--- src/rtl/pfgh_pkg.sv ---
// package: register map, field layout, function codes and carrier types for the port f/g/h pin mux
// Functional notes
// - port f pin 1 field bits 6..4 of select 1: 000 gpio, 001 lcd 27.
// - port f pin 0 field bits 2..0 of select 1: 000 gpio, 001 lcd 26.
// - port f pin 3 field bits 6..4 of select 2: 000 gpio, 001 lcd 29.
// - port f pin 2 field bits 2..0 of select 2: 000 gpio, 001 lcd 28.
// - port f pin 5 field bits 6..4 of select 3: 000 gpio, 001 lcd 31.
// - port f pin 4 field bits 2..0 of select 3: 000 gpio, 001 lcd 30.
// - port f pin 7: gpio, flex timer clock, analog 5, lcd 33.
// - port f pin 6: gpio, modulo timer clock, analog 4, lcd 32.
// - port g pin 1: gpio, spi1 miso, analog 7, lcd 35.
// - port g pin 0: gpio, spi1 mosi, analog 6, lcd 34.
// - port g pin 3: gpio, spi1 slave select, analog 9, lcd 37.
// - port g pin 2: gpio, spi1 clock, analog 8, lcd 36.
// - port g pin 5: gpio, comparator 2 out, uart3 transmit, analog 11, lcd 39.
// - port g pin 4: gpio, comparator 1 out, uart3 receive, analog 10, lcd 38.
// - port g pin 7: gpio, comparator input 4, analog 13, pulse counter 1, lcd 41.
// - port g pin 6: gpio, comparator input 3, analog 12, pulse counter 0, lcd 40.
// - port h pin 1: gpio, real-time clock out, analog 15, lcd 43.
// - port h pin 0: gpio, comparator input 5, analog 14, pulse counter 2, lcd 42.
// - bits 7 and 3 read zero; all select bits reset to zero, pins gpio.
package pfgh_pkg;

   localparam int PFGH_PINS = 18;
   localparam int PFGH_NREGS = 9;
   localparam int PFGH_ADDR_W = 12;
   localparam int PIN_PG_BASE = 8;
   localparam int PIN_PH_BASE = 16;
   localparam int ADC_FIRST_PIN = 6;

   // register byte offsets, one aligned word each
   localparam logic [11:0] OFF_PORT_F_FUNCTION_SEL_1 = 12'h000;
   localparam logic [11:0] OFF_PORT_F_FUNCTION_SEL_2 = 12'h004;
   localparam logic [11:0] OFF_PORT_F_FUNCTION_SEL_3 = 12'h008;
   localparam logic [11:0] OFF_PORT_F_FUNCTION_SEL_4 = 12'h00C;
   localparam logic [11:0] OFF_PORT_G_FUNCTION_SEL_1 = 12'h010;
   localparam logic [11:0] OFF_PORT_G_FUNCTION_SEL_2 = 12'h014;
   localparam logic [11:0] OFF_PORT_G_FUNCTION_SEL_3 = 12'h018;
   localparam logic [11:0] OFF_PORT_G_FUNCTION_SEL_4 = 12'h01C;
   localparam logic [11:0] OFF_PORT_H_FUNCTION_SEL_1 = 12'h020;
   localparam logic [11:0] OFF_PIN_LEVEL = 12'h024;
   localparam logic [8:0][11:0] REG_OFF = {
      OFF_PORT_H_FUNCTION_SEL_1, OFF_PORT_G_FUNCTION_SEL_4, OFF_PORT_G_FUNCTION_SEL_3,
      OFF_PORT_G_FUNCTION_SEL_2, OFF_PORT_G_FUNCTION_SEL_1, OFF_PORT_F_FUNCTION_SEL_4,
      OFF_PORT_F_FUNCTION_SEL_3, OFF_PORT_F_FUNCTION_SEL_2, OFF_PORT_F_FUNCTION_SEL_1};

   // field layout: even pin in the low field, odd pin in the high field
   localparam int FIELD_LO_LSB = 0;
   localparam int FIELD_HI_LSB = 4;
   localparam int FIELD_W = 3;
   localparam logic [7:0] REG_WMASK = 8'h77;
   localparam logic [7:0] REG_RESET = 8'h00;
   localparam logic UART_RX_IDLE = 1'b1;

   // spi1 signal slots in the spi carrier
   localparam int SPI_MOSI = 0;
   localparam int SPI_MISO = 1;
   localparam int SPI_SCLK = 2;
   localparam int SPI_SS = 3;

   // function codes
   localparam logic [2:0] C_GPIO = 3'h0;
   localparam logic [2:0] C_PF_LCD = 3'h1;
   localparam logic [2:0] C_PF6_MOD_CLK = 3'h1;
   localparam logic [2:0] C_PF6_AD = 3'h2;
   localparam logic [2:0] C_PF6_LCD = 3'h3;
   localparam logic [2:0] C_PF7_FLEX_CLK = 3'h1;
   localparam logic [2:0] C_PF7_AD = 3'h2;
   localparam logic [2:0] C_PF7_LCD = 3'h3;
   localparam logic [2:0] C_PG_SPI = 3'h1;
   localparam logic [2:0] C_PG_SPI_AD = 3'h2;
   localparam logic [2:0] C_PG_SPI_LCD = 3'h3;
   localparam logic [2:0] C_PG4_CMP1_OUT = 3'h1;
   localparam logic [2:0] C_PG4_UART_RX = 3'h2;
   localparam logic [2:0] C_PG4_AD = 3'h3;
   localparam logic [2:0] C_PG4_LCD = 3'h4;
   localparam logic [2:0] C_PG5_CMP2_OUT = 3'h1;
   localparam logic [2:0] C_PG5_UART_TX = 3'h2;
   localparam logic [2:0] C_PG5_AD = 3'h3;
   localparam logic [2:0] C_PG5_LCD = 3'h4;
   localparam logic [2:0] C_PCNT_CMP_IN = 3'h1;
   localparam logic [2:0] C_PCNT_AD = 3'h2;
   localparam logic [2:0] C_PCNT_PULSE = 3'h3;
   localparam logic [2:0] C_PCNT_LCD = 3'h4;
   localparam logic [2:0] C_PH1_RTC_OUT = 3'h1;
   localparam logic [2:0] C_PH1_AD = 3'h2;
   localparam logic [2:0] C_PH1_LCD = 3'h3;

   // pad or gpio drive: one bit per pin
   typedef struct packed {
      logic [PFGH_PINS-1:0] out;
      logic [PFGH_PINS-1:0] oe;
   } pfgh_pin_drv_type;

   // spi1 drive, slots as above
   typedef struct packed {
      logic [3:0] out;
      logic [3:0] oe;
   } pfgh_spi_drv_type;

   // whole state of the mux
   typedef struct packed {
      logic [PFGH_NREGS-1:0][7:0] fsel;
      logic [PFGH_PINS-1:0] sync1;
      logic [PFGH_PINS-1:0] sync2;
      logic [PFGH_PINS-1:0] gpio_in;
      pfgh_pin_drv_type pad;
      logic [31:0] rdata;
      logic [PFGH_PINS-1:0] lcd_pin;
      logic [PFGH_PINS-1:0] adc_pin;
      logic [PFGH_PINS-1:0] cmp_pin;
      logic [PFGH_PINS-1:0] analog;
      logic [3:0] spi_in;
      logic uart_rx;
      logic mod_clk;
      logic flex_clk;
      logic [2:0] pulse;
   } pfgh_state_type;

endpackage

--- src/rtl/pfgh_pin_mux.sv ---
// module: apb-controlled function select mux for port f, port g and port h pins 0..1
`timescale 1ns/1ns
module pfgh_pin_mux
   import pfgh_pkg::*;
(
   input wire logic pclk,
   input wire logic presetn,
   input wire logic psel,
   input wire logic penable,
   input wire logic pwrite,
   input wire logic [PFGH_ADDR_W-1:0] paddr,
   input wire logic [31:0] pwdata,
   input wire logic [3:0] pstrb,
   output logic [31:0] prdata,
   output logic pready,
   output logic pslverr,
   input wire pfgh_pin_drv_type gpio_drv,
   output logic [PFGH_PINS-1:0] gpio_in,
   output pfgh_pin_drv_type pad_drv,
   input wire logic [PFGH_PINS-1:0] pad_in,
   output logic [PFGH_PINS-1:0] pad_analog_en,
   output logic [PFGH_PINS-1:0] lcd_line_en,
   output logic [11:0] adc_chan_en,
   output logic comparator_input_three,
   output logic comparator_input_four,
   output logic comparator_input_five,
   input wire pfgh_spi_drv_type spi1_drv,
   output logic [3:0] spi1_in,
   input wire logic uart_three_transmit,
   output logic uart_three_receive,
   input wire logic comparator_one_output,
   input wire logic comparator_two_output,
   input wire logic realtime_clock_output,
   output logic modulo_timer_clock_in,
   output logic flex_timer_ext_clock_in,
   output logic pulse_counter_input_zero,
   output logic pulse_counter_input_one,
   output logic pulse_counter_input_two
);

   pfgh_state_type s_q;
   pfgh_state_type s_d;
   logic hit_reg;
   logic hit_any;
   logic [3:0] hit_idx;

   // address decode; only word-aligned offsets of the map answer
   always_comb begin
      hit_reg = 1'b0;
      hit_idx = 4'h0;
      for (int k = 0; k < PFGH_NREGS; k++) begin
         if (paddr == REG_OFF[k]) begin
            hit_reg = 1'b1;
            hit_idx = 4'(k);
         end
      end
      hit_any = hit_reg | (paddr == OFF_PIN_LEVEL);
   end

   // zero wait states; unmapped addresses answer with an error
   assign pready = 1'b1;
   assign pslverr = psel & penable & ~hit_any;

   // next-state logic
   always_comb begin
      logic [PFGH_PINS-1:0][2:0] sel;
      sel = '0;
      s_d = s_q;
      for (int i = 0; i < PFGH_PINS; i++) begin
         if (i % 2 == 1) begin
            sel[i] = s_q.fsel[i / 2][FIELD_HI_LSB +: FIELD_W];
         end else begin
            sel[i] = s_q.fsel[i / 2][FIELD_LO_LSB +: FIELD_W];
         end
      end

      // two-stage pad input synchroniser; stage one feeds stage two only
      s_d.sync1 = pad_in;
      s_d.sync2 = s_q.sync1;
      s_d.gpio_in = s_q.sync2;

      // defaults: pad belongs to gpio, every peripheral input sits idle
      s_d.pad = gpio_drv;
      s_d.lcd_pin = '0;
      s_d.adc_pin = '0;
      s_d.cmp_pin = '0;
      s_d.spi_in = '0;
      s_d.uart_rx = UART_RX_IDLE;
      s_d.mod_clk = 1'b0;
      s_d.flex_clk = 1'b0;
      s_d.pulse = '0;

      // port f pins 0..5 carry only lcd lines 26..31
      for (int i = 0; i < ADC_FIRST_PIN; i++) begin
         s_d.lcd_pin[i] = (sel[i] == C_PF_LCD);
      end

      // port f pin 6; the timer clock is input-only, so gpio must let go of the pad
      case (sel[6])
         C_PF6_MOD_CLK: begin
            s_d.pad.oe[6] = 1'b0;
            s_d.pad.out[6] = 1'b0;
            s_d.mod_clk = s_q.sync2[6];
         end
         C_PF6_AD: s_d.adc_pin[6] = 1'b1;
         C_PF6_LCD: s_d.lcd_pin[6] = 1'b1;
         default: ; // gpio or reserved
      endcase

      // port f pin 7; same input-only release as pin 6
      case (sel[7])
         C_PF7_FLEX_CLK: begin
            s_d.pad.oe[7] = 1'b0;
            s_d.pad.out[7] = 1'b0;
            s_d.flex_clk = s_q.sync2[7];
         end
         C_PF7_AD: s_d.adc_pin[7] = 1'b1;
         C_PF7_LCD: s_d.lcd_pin[7] = 1'b1;
         default: ;
      endcase

      // port g pins 0..3: spi1 mosi, miso, sclk, ss in slot order
      for (int j = 0; j < 4; j++) begin
         case (sel[PIN_PG_BASE + j])
            C_PG_SPI: begin
               s_d.pad.out[PIN_PG_BASE + j] = spi1_drv.out[j];
               s_d.pad.oe[PIN_PG_BASE + j] = spi1_drv.oe[j];
               s_d.spi_in[j] = s_q.sync2[PIN_PG_BASE + j];
            end
            C_PG_SPI_AD: s_d.adc_pin[PIN_PG_BASE + j] = 1'b1;
            C_PG_SPI_LCD: s_d.lcd_pin[PIN_PG_BASE + j] = 1'b1;
            default: ;
         endcase
      end

      // port g pin 4
      case (sel[PIN_PG_BASE + 4])
         C_PG4_CMP1_OUT: begin
            s_d.pad.out[PIN_PG_BASE + 4] = comparator_one_output;
            s_d.pad.oe[PIN_PG_BASE + 4] = 1'b1;
         end
         C_PG4_UART_RX: begin
            s_d.pad.oe[PIN_PG_BASE + 4] = 1'b0;
            s_d.pad.out[PIN_PG_BASE + 4] = 1'b0;
            s_d.uart_rx = s_q.sync2[PIN_PG_BASE + 4];
         end
         C_PG4_AD: s_d.adc_pin[PIN_PG_BASE + 4] = 1'b1;
         C_PG4_LCD: s_d.lcd_pin[PIN_PG_BASE + 4] = 1'b1;
         default: ;
      endcase

      // port g pin 5
      case (sel[PIN_PG_BASE + 5])
         C_PG5_CMP2_OUT: begin
            s_d.pad.out[PIN_PG_BASE + 5] = comparator_two_output;
            s_d.pad.oe[PIN_PG_BASE + 5] = 1'b1;
         end
         C_PG5_UART_TX: begin
            s_d.pad.out[PIN_PG_BASE + 5] = uart_three_transmit;
            s_d.pad.oe[PIN_PG_BASE + 5] = 1'b1;
         end
         C_PG5_AD: s_d.adc_pin[PIN_PG_BASE + 5] = 1'b1;
         C_PG5_LCD: s_d.lcd_pin[PIN_PG_BASE + 5] = 1'b1;
         default: ;
      endcase

      // port g pins 6, 7 and port h pin 0 share one layout
      for (int j = 0; j < 3; j++) begin
         case (sel[PIN_PG_BASE + 6 + j])
            C_PCNT_CMP_IN: s_d.cmp_pin[PIN_PG_BASE + 6 + j] = 1'b1;
            C_PCNT_AD: s_d.adc_pin[PIN_PG_BASE + 6 + j] = 1'b1;
            C_PCNT_PULSE: begin
               s_d.pad.oe[PIN_PG_BASE + 6 + j] = 1'b0;
               s_d.pad.out[PIN_PG_BASE + 6 + j] = 1'b0;
               s_d.pulse[j] = s_q.sync2[PIN_PG_BASE + 6 + j];
            end
            C_PCNT_LCD: s_d.lcd_pin[PIN_PG_BASE + 6 + j] = 1'b1;
            default: ;
         endcase
      end

      // port h pin 1
      case (sel[PIN_PH_BASE + 1])
         C_PH1_RTC_OUT: begin
            s_d.pad.out[PIN_PH_BASE + 1] = realtime_clock_output;
            s_d.pad.oe[PIN_PH_BASE + 1] = 1'b1;
         end
         C_PH1_AD: s_d.adc_pin[PIN_PH_BASE + 1] = 1'b1;
         C_PH1_LCD: s_d.lcd_pin[PIN_PH_BASE + 1] = 1'b1;
         default: ;
      endcase

      // an analog owner takes the pad: digital driver off so it cannot fight the lcd or adc
      s_d.analog = s_d.lcd_pin | s_d.adc_pin | s_d.cmp_pin;
      for (int i = 0; i < PFGH_PINS; i++) begin
         if (s_d.analog[i]) begin
            s_d.pad.out[i] = 1'b0;
            s_d.pad.oe[i] = 1'b0;
         end
      end

      // register write at the access edge; reserved bits 7 and 3 stay zero
      if (psel && penable && pwrite && hit_reg && pstrb[0]) begin
         s_d.fsel[hit_idx] = pwdata[7:0] & REG_WMASK;
      end

      // read data captured in the setup cycle so it comes from a flip-flop
      if (psel && !penable) begin
         s_d.rdata = '0;
         if (hit_reg) begin
            s_d.rdata = {24'h000000, s_q.fsel[hit_idx]};
         end else if (paddr == OFF_PIN_LEVEL) begin
            s_d.rdata = {14'h0000, s_q.sync2};
         end
      end
   end

   // state register; every pin comes up as gpio
   always_ff @(posedge pclk or negedge presetn) begin
      if (!presetn) begin
         s_q <= '0;
         s_q.fsel <= {PFGH_NREGS{REG_RESET}};
         s_q.uart_rx <= UART_RX_IDLE;
      end else begin
         s_q <= s_d;
      end
   end

   // outputs straight from the state flops
   assign prdata = s_q.rdata;
   assign gpio_in = s_q.gpio_in;
   assign pad_drv = s_q.pad;
   assign pad_analog_en = s_q.analog;
   assign lcd_line_en = s_q.lcd_pin;
   assign adc_chan_en = s_q.adc_pin[PFGH_PINS-1:ADC_FIRST_PIN];
   assign comparator_input_three = s_q.cmp_pin[PIN_PG_BASE + 6];
   assign comparator_input_four = s_q.cmp_pin[PIN_PG_BASE + 7];
   assign comparator_input_five = s_q.cmp_pin[PIN_PH_BASE];
   assign spi1_in = s_q.spi_in;
   assign uart_three_receive = s_q.uart_rx;
   assign modulo_timer_clock_in = s_q.mod_clk;
   assign flex_timer_ext_clock_in = s_q.flex_clk;
   assign pulse_counter_input_zero = s_q.pulse[0];
   assign pulse_counter_input_one = s_q.pulse[1];
   assign pulse_counter_input_two = s_q.pulse[2];

endmodule

--- config.mk ---
export PLATFORM = sky130hd
export DESIGN_NAME = pfgh_pin_mux
export DESIGN_NICKNAME = d
export VERILOG_FILES = /design/src/rtl/pfgh_pkg.sv /design/src/rtl/pfgh_pin_mux.sv
export SDC_FILE = /design/constraint.sdc
export NUM_CORES = 1
export LEC_CHECK = 0
export BUFFER_PORTS_ARGS = -buffer_cell sky130_fd_sc_hd__buf_2
export CORE_ASPECT_RATIO = 0.7
export CORE_MARGIN = 1.5
export CORE_UTILIZATION = 52
export CTS_CLUSTER_DIAMETER = 30
export DETAILED_ROUTE_END_ITERATION = 12
export PLACE_DENSITY = 0.8
export REMOVE_ABC_BUFFERS = 1
export SYNTH_ARGS = -nofsm -noshare
export SYNTH_HDL_FRONTEND = slang
export SYNTH_SLANG_ARGS = --single-unit
--- constraint.sdc ---
create_clock -name pclk -period 2.2 [get_ports pclk]
set_clock_uncertainty 0.15 [all_clocks]
set_input_delay 0.44 -clock pclk [delete_from_list [all_inputs] [get_ports pclk]]
set_output_delay 0.44 -clock pclk [all_outputs]
set_load 0.01 [all_outputs]
==> impl_table.tex, run 1 <==
\begin{tabular}{lr}
\hline
Metric & Value \\
\hline
\multicolumn{2}{l}{\textbf{Critical path}} \\
\quad Stage delay of the slowest cell on the critical path & 0.57 ns \\
\quad Crit path max-delay family & simple AND/OR/NAND/NOR gates \\
\quad Most frequent cell on the critical path & sky130\_fd\_sc\_hd\_\_buf\_2 \\
\quad Critical-path cell with the highest stage delay & sky130\_fd\_sc\_hd\_\_or4\_1 \\
\quad Max FO, Critical Path & 3 \\
\quad Worst-path cell chain & buf\_2, or4\_1, nor2\_2, a31oi\_1, buf\_2 \\
\quad Buf/Inv on CP & 2 \\
\quad Worst Path Class, Setup & input port to output port \\
\quad Crit path required time & between 1.5 and 2 ns \\
\quad Startpoint type of the worst setup path & input port \\
\quad CP endpoint kind & output port \\
\quad Arrival time of data at the critical path endpoint & 1.56 ns \\
\multicolumn{2}{l}{\textbf{Detailed routing}} \\
\quad Post-detailed-route via-to-cell ratio & 5.06 \\
\quad Initial DRC Count & $\sim$350 \\
\quad Detailed Routing Iterations Pass 1 & 5 \\
\quad DRC violations left & 0 \\
\quad Antenna-violating nets left & 0 \\
\quad Final routed wire length divided by cell count & roughly 18 um \\
\quad Total vias in the final route & 5780 \\
\quad Final wirelength & between 20 and 25 mm \\
\multicolumn{2}{l}{\textbf{Power}} \\
\quad Power density over cell area & just under 900 nW/um2 \\
\quad Combinational power share & 0.047 \\
\quad Proportion of total power due to net switching & 0.214 \\
\quad Worst vdd ir & $\sim$0.68 mV \\
\quad Proportion of power drawn by the clock network & 0.542 \\
\quad Internal & between 7 and 8 mW \\
\quad P\_leak & just under 6 nW \\
\quad Power share of the sequential group & 0.411 \\
\quad Net switching power of the design & 2.14 mW \\
\multicolumn{2}{l}{\textbf{STA}} \\
\quad Setup\_tns & 0 ns \\
\quad Transition time at the pin with the least slew margin & around 0.54 ns \\
\quad Part of the cycle the worst path needs & 0.975 \\
\quad Post-layout min period & 2.15 ns \\
\quad Number of hold violations in the final report & 0 \\
\quad Maximum operating frequency & 466 MHz \\
\quad Final setup vio count & 0 \\
\quad Post-route setup slack & roughly 0.054 ns \\
\quad Final Slew Violations & 0 \\
\quad Setup repair after global routing missed its margin & false \\
\quad Relative slew slack & 0.638 \\
\multicolumn{2}{l}{\textbf{Die}} \\
\quad Die width & between 150 and 200 um \\
\quad Effective utilization at floorplan & 0.531 \\
\quad Die Area & about 18000 um2 \\
\quad Placement row count & 40 \\
\quad Ports & 268 \\
\quad Die height & $\sim$110 um \\
\quad Floorplan core area & approximately 17000 um2 \\
\multicolumn{2}{l}{\textbf{Flow run}} \\
\quad Total of max-cap violations & 0 \\
\multicolumn{2}{l}{\textbf{Logic synthesis}} \\
\quad Synthesized area per cell & between 10 and 15 um2 \\
\quad Prevailing post-synth register cell & sky130\_fd\_sc\_hd\_\_dfrtp\_1 \\
\quad Leading cell types by count after synthesis & 216 x sky130\_fd\_sc\_hd\_\_dfrtp\_1, 139 x sky130\_fd\_sc\_hd\_\_buf\_4, 53 x sky130\_fd\_sc\_hd\_\_mux2\_2, 52 x sky130\_fd\_sc\_hd\_\_nor2b\_1, 21 x sky130\_fd\_sc\_hd\_\_and2\_1 \\
\quad Number of warning messages in the yosys log & 0 \\
\quad Leading cell type by number of instances after synthesis & sky130\_fd\_sc\_hd\_\_dfrtp\_1 \\
\quad Syn Std Cell Area & about 9100 um2 \\
\quad Leading cell types by total area after synthesis & sky130\_fd\_sc\_hd\_\_dfrtp\_1 59\%, sky130\_fd\_sc\_hd\_\_buf\_4 11\%, sky130\_fd\_sc\_hd\_\_mux2\_2 6.6\%, sky130\_fd\_sc\_hd\_\_nor2b\_1 3.6\%, sky130\_fd\_sc\_hd\_\_and2\_1 1.4\% \\
\quad Gate Count Post-Synth & slightly above 700 \\
\quad Synthesized flop and latch total & $\sim$220 \\
\quad Synth top area share & 0.595 \\
\quad Distinct cells, synth & 49 \\
\quad Part of the Yosys area used for sequential elements & 0.598 \\
\quad Fraction of registers with async set or reset after synthesis & 1.00 \\
\quad Most area-hungry cell type in the Yosys netlist & sky130\_fd\_sc\_hd\_\_dfrtp\_1 \\
\quad Post-synth EDFFs & 0 \\
\multicolumn{2}{l}{\textbf{Clocking}} \\
\quad Clk sink count & between 200 and 250 \\
\quad Buffer cell driving the clock tree root & sky130\_fd\_sc\_hd\_\_clkbuf\_16 \\
\quad TritonCTS buffer count & 36 \\
\quad CTS clock-pin slew for the worst setup and hold paths & $\sim$0.050 ns \\
\quad Level count of the clock H-tree & 2 \\
\quad Number of setup buffers added after CTS & 0 \\
\quad Clock tree from TritonCTS & yes \\
\quad Max Root-Sink Buffers & 3 \\
\quad Clock latency reported for the late side of the worst-skew pair & roughly 0.48 ns \\
\multicolumn{2}{l}{\textbf{GRT}} \\
\quad Vias in the first global route & 5860 \\
\quad Antenna violations before repair & 0 \\
\quad Maximum number of pins on one net before global-route repair & 65 \\
\quad Overall Global Routing Usage & 0.226 \\
\quad Remaining Overflow, GRT & 0 \\
\quad Wire length of the first global-routing pass & about 32 mm \\
\multicolumn{2}{l}{\textbf{Place}} \\
\quad Placer's final routability congestion estimate & approximately 0.89 \\
\quad Number of placed cells counting well taps & around 1100 \\
\quad Port buffer count & 223 \\
\quad Half-perimeter wire length of the detailed placement result & approximately 14 mm \\
\quad Place WS & -0.141 ns \\
\multicolumn{2}{l}{\textbf{Run status}} \\
\quad Status & completed \\
\multicolumn{2}{l}{\textbf{Finish}} \\
\quad Share of post-route cells with drive strength above 1 & 0.427 \\
\quad Number of cells in the finished layout apart from fillers & around 1100 \\
\quad Total Nets Final & $\sim$1000 \\
\quad P\&R area growth vs syn & 23.2\% \\
\quad Antenna cells & 0 \\
\multicolumn{2}{l}{\textbf{Hold path}} \\
\quad Worst hold-check path type & input port to flop \\
\hline
\end{tabular}
[worst paths after layout]
| check | start | end | slack [ns] | depth (start not counted) |
|---|---|---|---|---|
| max in group asynchronous | presetn | uart_three_receive$_DFF_PN1_ | 0.92 | 3 |
| setup reg to reg | s_q[266]$_DFFE_PN0P_ | prdata[6]$_DFFE_PN0P_ | 0.38 | 4 |
| min in group asynchronous | presetn | pad_analog_en[1]$_DFF_PN0_ | 0.35 | 2 |
| setup / recovery | paddr[9] | pslverr | 0.05 | 5 |
| hold / removal | gpio_drv[24] | pad_drv[24]$_DFF_PN0_ | 0.02 | 2 |
| hold reg to reg | s_d[179]$_DFF_PN0_ | s_d[161]$_DFF_PN0_ | 0.19 | 0 |
[flip-flops by register name (all words and copies together), names as in the netlist, 4 cells and up]
register,cells
lcd_line_en,12
spi1_in,4
pad_analog_en,18
prdata,18
s_q,54
pad_drv,36
gpio_in,18
s_d,36
adc_chan_en,12
[final cells by class]
class	instances	area, um2
repair buffers	278	1690
multi-input cells	345	2570
clock buffers	46	1010
fillers	1311	5920
clock inverters	18	184
inverters	7	26.3
well taps	231	289
flip-flops and latches	217	5430
[metal layers]
metal | vias to the layer above | wire, um | part of all wire | track usage
met3 | 30 | 1410 | 0.070 | 0.0611
li1 | 2637 | - | - | -
met2 | 228 | 9050 | 0.45 | 0.345
met1 | 2885 | 9250 | 0.46 | 0.323
met4 | 0 | 332 | 0.017 | 0.0562
met5 | - | 0 | 0 | 0
[power groups by stage]
stage	logic, mW	clock network [mW]	registers, mW
2_1_floorplan	0.0853	0	4.20
3_3_place_gp	0.434	0	4.18
3_5_place_dp	0.440	0	4.18
4_1_cts	0.472	5.52	4.11
5_1_grt	0.516	5.75	4.12
6_report	0.468	5.42	4.12
[placed cells by master (no fill, tap or decap), drive strengths merged, types with 3 or more instances in the layout]
cell type / instances
nand2b: 6
nor3: 6
nand3: 5
a22o: 12
dlygate4sd3: 20
nor2: 20
a2bb2oi: 4
and3b: 4
and4b: 3
dfrtp: 216
o211ai: 4
nor2b: 52
mux2i: 10
a21oi: 16
and2: 21
buf: 258
clkinvlp: 3
bufinv: 3
nor3b: 14
mux4: 3
nand2: 19
a31oi: 9
and3: 7
a311o: 3
conb: 15
xnor2: 4
inv: 7
o21bai: 4
mux2: 59
clkbuf: 46
o21ai: 15
xor2: 3
or2: 4
clkinv: 12
nor4: 3
a32oi: 3
o311ai: 3
nand4: 5
[cell families (layout without fill, tap and decap cells)]
group,Yosys count,in the layout,share of synthesized area
xor+xnor,7,7,0.00675
buf+inv,164,349,0.126
compound gates,76,76,0.0576
other cells,2,15,0.000827
mux,72,72,0.0916
simple gates,175,175,0.120
flops,217,217,0.598
[stage by stage]
step           cell area (um2)  power [mW]   util  hold slack (ns)
2_1_floorplan             8020        4.29      -         -0.00559
3_3_place_gp              9800        4.61  0.573            0.181
3_5_place_dp              9800        4.62  0.573            0.186
4_1_cts                  11200        10.1  0.654          0.00559
5_1_grt                  11200        10.4  0.654           0.0196
6_report                 11200        10.0  0.654           0.0178
[timing repair]
item                                    CTS  global route
hold endpoints to repair                 75             0
resized for setup                         0             1
hold buffers                             20             0
endpoints found under the setup margin    0             1
Power figures use the tool's default switching activity.
==> inputs of run 2 (changes only) <==
- RECOVER_POWER: default -> 50
==> run 2 against run 1 <==
First-iteration DRC count rose by 4.9%. Combinational power decreased by 3%. Register-to-register slack about the same. Critical path type unchanged. Largest cell class unchanged. Count of clock-buffer cells in the layout stayed put. Highest routed layer unchanged. Global-route usage stayed put. Total power decreased by 0.10%. Hold slack is essentially flat.
==> impl_table.tex, run 2 (synthesis results as in run 1) <==
\begin{tabular}{lr}
\hline
Metric & Value \\
\hline
\multicolumn{2}{l}{\textbf{Die}} \\
\quad Floorplan core area & 17100 um2 (unchanged) \\
\quad Die height & 114 um (unchanged) \\
\quad Die width & 161 um (unchanged) \\
\quad Die Area & 18300 um2 (unchanged) \\
\quad Ports & 268 (unchanged) \\
\quad Placement row count & 40 (unchanged) \\
\quad Effective utilization at floorplan & 0.531 (unchanged) \\
\multicolumn{2}{l}{\textbf{Critical path}} \\
\quad Capture instance of the worst register-to-register path & prdata[6]\$\_DFFE\_PN0P\_ (unchanged) \\
\quad Worst-path cell chain & buf\_2, or4\_1, nor2\_2, a31oi\_1, buf\_2 (unchanged) \\
\quad Worst Path Class, Setup & input port to output port (unchanged) \\
\quad Most frequent cell on the critical path & sky130\_fd\_sc\_hd\_\_buf\_2 (unchanged) \\
\quad Stage delay of the slowest cell on the critical path & 0.57 ns (about the same) \\
\quad Stages on worst setup path & 5 (unchanged) \\
\quad Setup crit start & paddr[9] (unchanged) \\
\quad CP endpoint kind & output port (unchanged) \\
\quad Buf/Inv on CP & 2 (unchanged) \\
\quad Crit path required time & 1.61 ns (about the same) \\
\quad Reg-to-reg critical path startpoint & s\_q[266]\$\_DFFE\_PN0P\_ (unchanged) \\
\quad Register-to-Register Path Depth & 4 (unchanged) \\
\quad Crit path capture & pslverr (unchanged) \\
\quad Crit path max-delay family & simple AND/OR/NAND/NOR gates (unchanged) \\
\quad Max FO, Critical Path & 3 (unchanged) \\
\quad Critical-path cell with the highest stage delay & sky130\_fd\_sc\_hd\_\_or4\_1 (unchanged) \\
\quad Startpoint type of the worst setup path & input port (unchanged) \\
\quad Setup slack on the worst flop-to-flop path & 0.38 ns (about the same) \\
\quad Arrival time of data at the critical path endpoint & 1.57 ns (was 1.56 ns) \\
\multicolumn{2}{l}{\textbf{Finish}} \\
\quad Most frequent cells in the layout & 222 x sky130\_fd\_sc\_hd\_\_buf\_2, 216 x sky130\_fd\_sc\_hd\_\_dfrtp\_1, 53 x sky130\_fd\_sc\_hd\_\_mux2\_2 (unchanged) \\
\quad Number of filler cells placed in the layout & 1322 (was 1311) \\
\quad Antenna cells & 0 (unchanged) \\
\quad Total Nets Final & 1004 (unchanged) \\
\quad Multi-input gate area in the final layout & 2570 um2 (unchanged) \\
\quad Register name with the most flops & s\_q (unchanged) \\
\quad Share of post-route cells with drive strength above 1 & 0.423 (was 0.427) \\
\quad Storage element area & 5430 um2 (unchanged) \\
\quad Max FFs per register & 54 (unchanged) \\
\quad Commonest non-fill, non-tap cell in the layout & sky130\_fd\_sc\_hd\_\_buf\_2 (unchanged) \\
\quad P\&R area growth vs syn & 22.6\% (was 23.2\%) \\
\quad Layout Cell Area excl Fill & 11100 um2 (was 11200 um2) \\
\quad Number of cells in the finished layout apart from fillers & 1142 (unchanged) \\
\multicolumn{2}{l}{\textbf{Place}} \\
\quad Placer's final routability congestion estimate & 0.895 (unchanged) \\
\quad Number of placed cells counting well taps & 1058 (unchanged) \\
\quad Total placed instance area & 9800 um2 (unchanged) \\
\quad Half-perimeter wire length of the detailed placement result & 13.9 mm (unchanged) \\
\quad Port buffer count & 223 (unchanged) \\
\multicolumn{2}{l}{\textbf{Clocking}} \\
\quad TritonCTS buffer count & 36 (unchanged) \\
\quad Level count of the clock H-tree & 2 (unchanged) \\
\quad CTS clock-pin slew for the worst setup and hold paths & 0.05 ns (about the same) \\
\quad Clk sink count & 217 (unchanged) \\
\quad Number of setup buffers added after CTS & 0 (unchanged) \\
\quad Clock latency reported for the late side of the worst-skew pair & 0.49 ns (was 0.48 ns) \\
\quad Max Root-Sink Buffers & 3 (unchanged) \\
\quad Buffer cell driving the clock tree root & sky130\_fd\_sc\_hd\_\_clkbuf\_16 (unchanged) \\
\quad Clock tree from TritonCTS & yes (unchanged) \\
\multicolumn{2}{l}{\textbf{GRT}} \\
\quad Overall Global Routing Usage & 0.226 (unchanged) \\
\quad Maximum number of pins on one net before global-route repair & 65 (unchanged) \\
\quad Wire length of the first global-routing pass & 31.7 mm (unchanged) \\
\quad Remaining Overflow, GRT & 0 (unchanged) \\
\quad Vias in the first global route & 5860 (unchanged) \\
\quad Antenna violations before repair & 0 (unchanged) \\
\multicolumn{2}{l}{\textbf{Detailed routing}} \\
\quad Final routed wire length divided by cell count & 17.5 um (was 17.6 um) \\
\quad Post-detailed-route via-to-cell ratio & 5.09 (was 5.06) \\
\quad Antenna-violating nets left & 0 (unchanged) \\
\quad Final wirelength & 20.0 mm (about the same) \\
\quad Total vias in the final route & 5818 (was 5780) \\
\quad Wire length on met2 & 9.15 mm (was 9.05 mm) \\
\quad Detailed Routing Iterations Pass 1 & 6 (was 5) \\
\quad Met3 layer wire length in the routed design & 1.53 mm (was 1.41 mm) \\
\quad Highest Signal Layer & met4 (unchanged) \\
\quad Detailed-routing wirelength on met1 & 8.99 mm (was 9.25 mm) \\
\quad Initial DRC Count & 363 (was 346) \\
\quad DRC violations left & 0 (unchanged) \\
\multicolumn{2}{l}{\textbf{STA}} \\
\quad Setup repair after global routing missed its margin & false (unchanged) \\
\quad Relative slew slack & 0.421 (was 0.638) \\
\quad Transition time at the pin with the least slew margin & 0.869 ns (was 0.542 ns) \\
\quad Maximum operating frequency & 464 MHz (was 466 MHz) \\
\quad Final Slew Violations & 0 (unchanged) \\
\quad Setup\_tns & 0 ns (unchanged) \\
\quad Post-layout min period & 2.16 ns (was 2.15 ns) \\
\quad Part of the cycle the worst path needs & 0.980 (was 0.975) \\
\quad Final setup vio count & 0 (unchanged) \\
\quad Number of hold violations in the final report & 0 (unchanged) \\
\multicolumn{2}{l}{\textbf{Power}} \\
\quad Proportion of power drawn by the clock network & 0.543 (was 0.542) \\
\quad Sum of internal, switching and leakage power & 10.0 mW (about the same) \\
\quad Worst vdd ir & 0.676 mV (about the same) \\
\quad Internal & 7.86 mW (was 7.87 mW) \\
\quad Proportion of total power due to net switching & 0.214 (about the same) \\
\quad P\_leak & 5.80 nW (was 5.84 nW) \\
\quad Combinational power share & 0.045 (was 0.047) \\
\quad Power share of the sequential group & 0.412 (was 0.411) \\
\quad Net switching power of the design & 2.14 mW (about the same) \\
\quad Power density over cell area & 898 nW/um2 (was 894 nW/um2) \\
\multicolumn{2}{l}{\textbf{Run status}} \\
\quad Status & completed (unchanged) \\
\multicolumn{2}{l}{\textbf{Hold path}} \\
\quad Worst hold-check path type & input port to flop (unchanged) \\
\multicolumn{2}{l}{\textbf{Flow run}} \\
\quad Total of max-cap violations & 0 (unchanged) \\
\hline
\end{tabular}
## run 2: changes by cell type in the layout (fill, tap and decap cells not counted), sizes merged
cell / change
clkbuf: +8
buf: -8
## run 2: worst min-delay path by stage
stage	startpoint	end	depth (start not counted)
after floorplan	presetn	adc_chan_en[0]$_DFF_PN0_	0
after global placement	s_d[172]$_DFF_PN0_	s_d[154]$_DFF_PN0_	0
after detailed placement	s_d[170]$_DFF_PN0_	s_d[152]$_DFF_PN0_	0
after CTS	gpio_drv[24]	pad_drv[24]$_DFF_PN0_	2
after global routing	gpio_drv[24]	pad_drv[24]$_DFF_PN0_	2
final	gpio_drv[24]	pad_drv[24]$_DFF_PN0_	2
## run 2: per-stage QoR
stage | util | setup WS, ns | hold slack [ns]
after CTS | 0.654 | 0.00907 | 0.00559
after global routing | 0.651 | 0.0122 | 0.0196
after detailed placement | 0.573 | -0.141 | 0.186
after global placement | 0.573 | -0.139 | 0.181
after floorplan | - | -0.0601 | -0.00559
final | 0.651 | 0.0440 | 0.0183
## run 2: layer usage
layer  track usage  vias up
met1         0.323     2901
met2         0.345      242
met4        0.0562        0
met3        0.0611       32
li1              -     2643
met5             0        -
## run 2: final cells by class
cell class,count,area share
clock inverters,18,0.0165
repair buffers,278,0.146
flip-flops and latches,217,0.488
clock buffers,46,0.0907
inverters,7,0.00236
multi-input cells,345,0.231
well taps,231,0.0260
## run 2: timing repair
| action | 4_1_cts | 5_1_grt |
|---|---|---|
| endpoints found under the setup margin | 0 | 1 |
| resized for setup | 0 | 1 |
| hold endpoints to repair | 75 | 0 |
| hold buffers | 20 | 0 |
## run 2: worst reg2reg max path, cell delays in order (launching register included)
cell and delay [ns]:
sky130_fd_sc_hd__dfrtp_1 0.48, sky130_fd_sc_hd__mux4_2 0.51, sky130_fd_sc_hd__a32o_1 0.28, sky130_fd_sc_hd__a2bb2oi_1 0.18
sky130_fd_sc_hd__o21ai_0 0.10
## run 2: power groups by stage
stage | Sequential, mW | Clock, mW | Combinational (mW)
after floorplan | 4.20 | 0 | 0.0853
after global placement | 4.18 | 0 | 0.434
after detailed placement | 4.18 | 0 | 0.440
after CTS | 4.11 | 5.52 | 0.472
after global routing | 4.12 | 5.75 | 0.501
final | 4.11 | 5.43 | 0.452
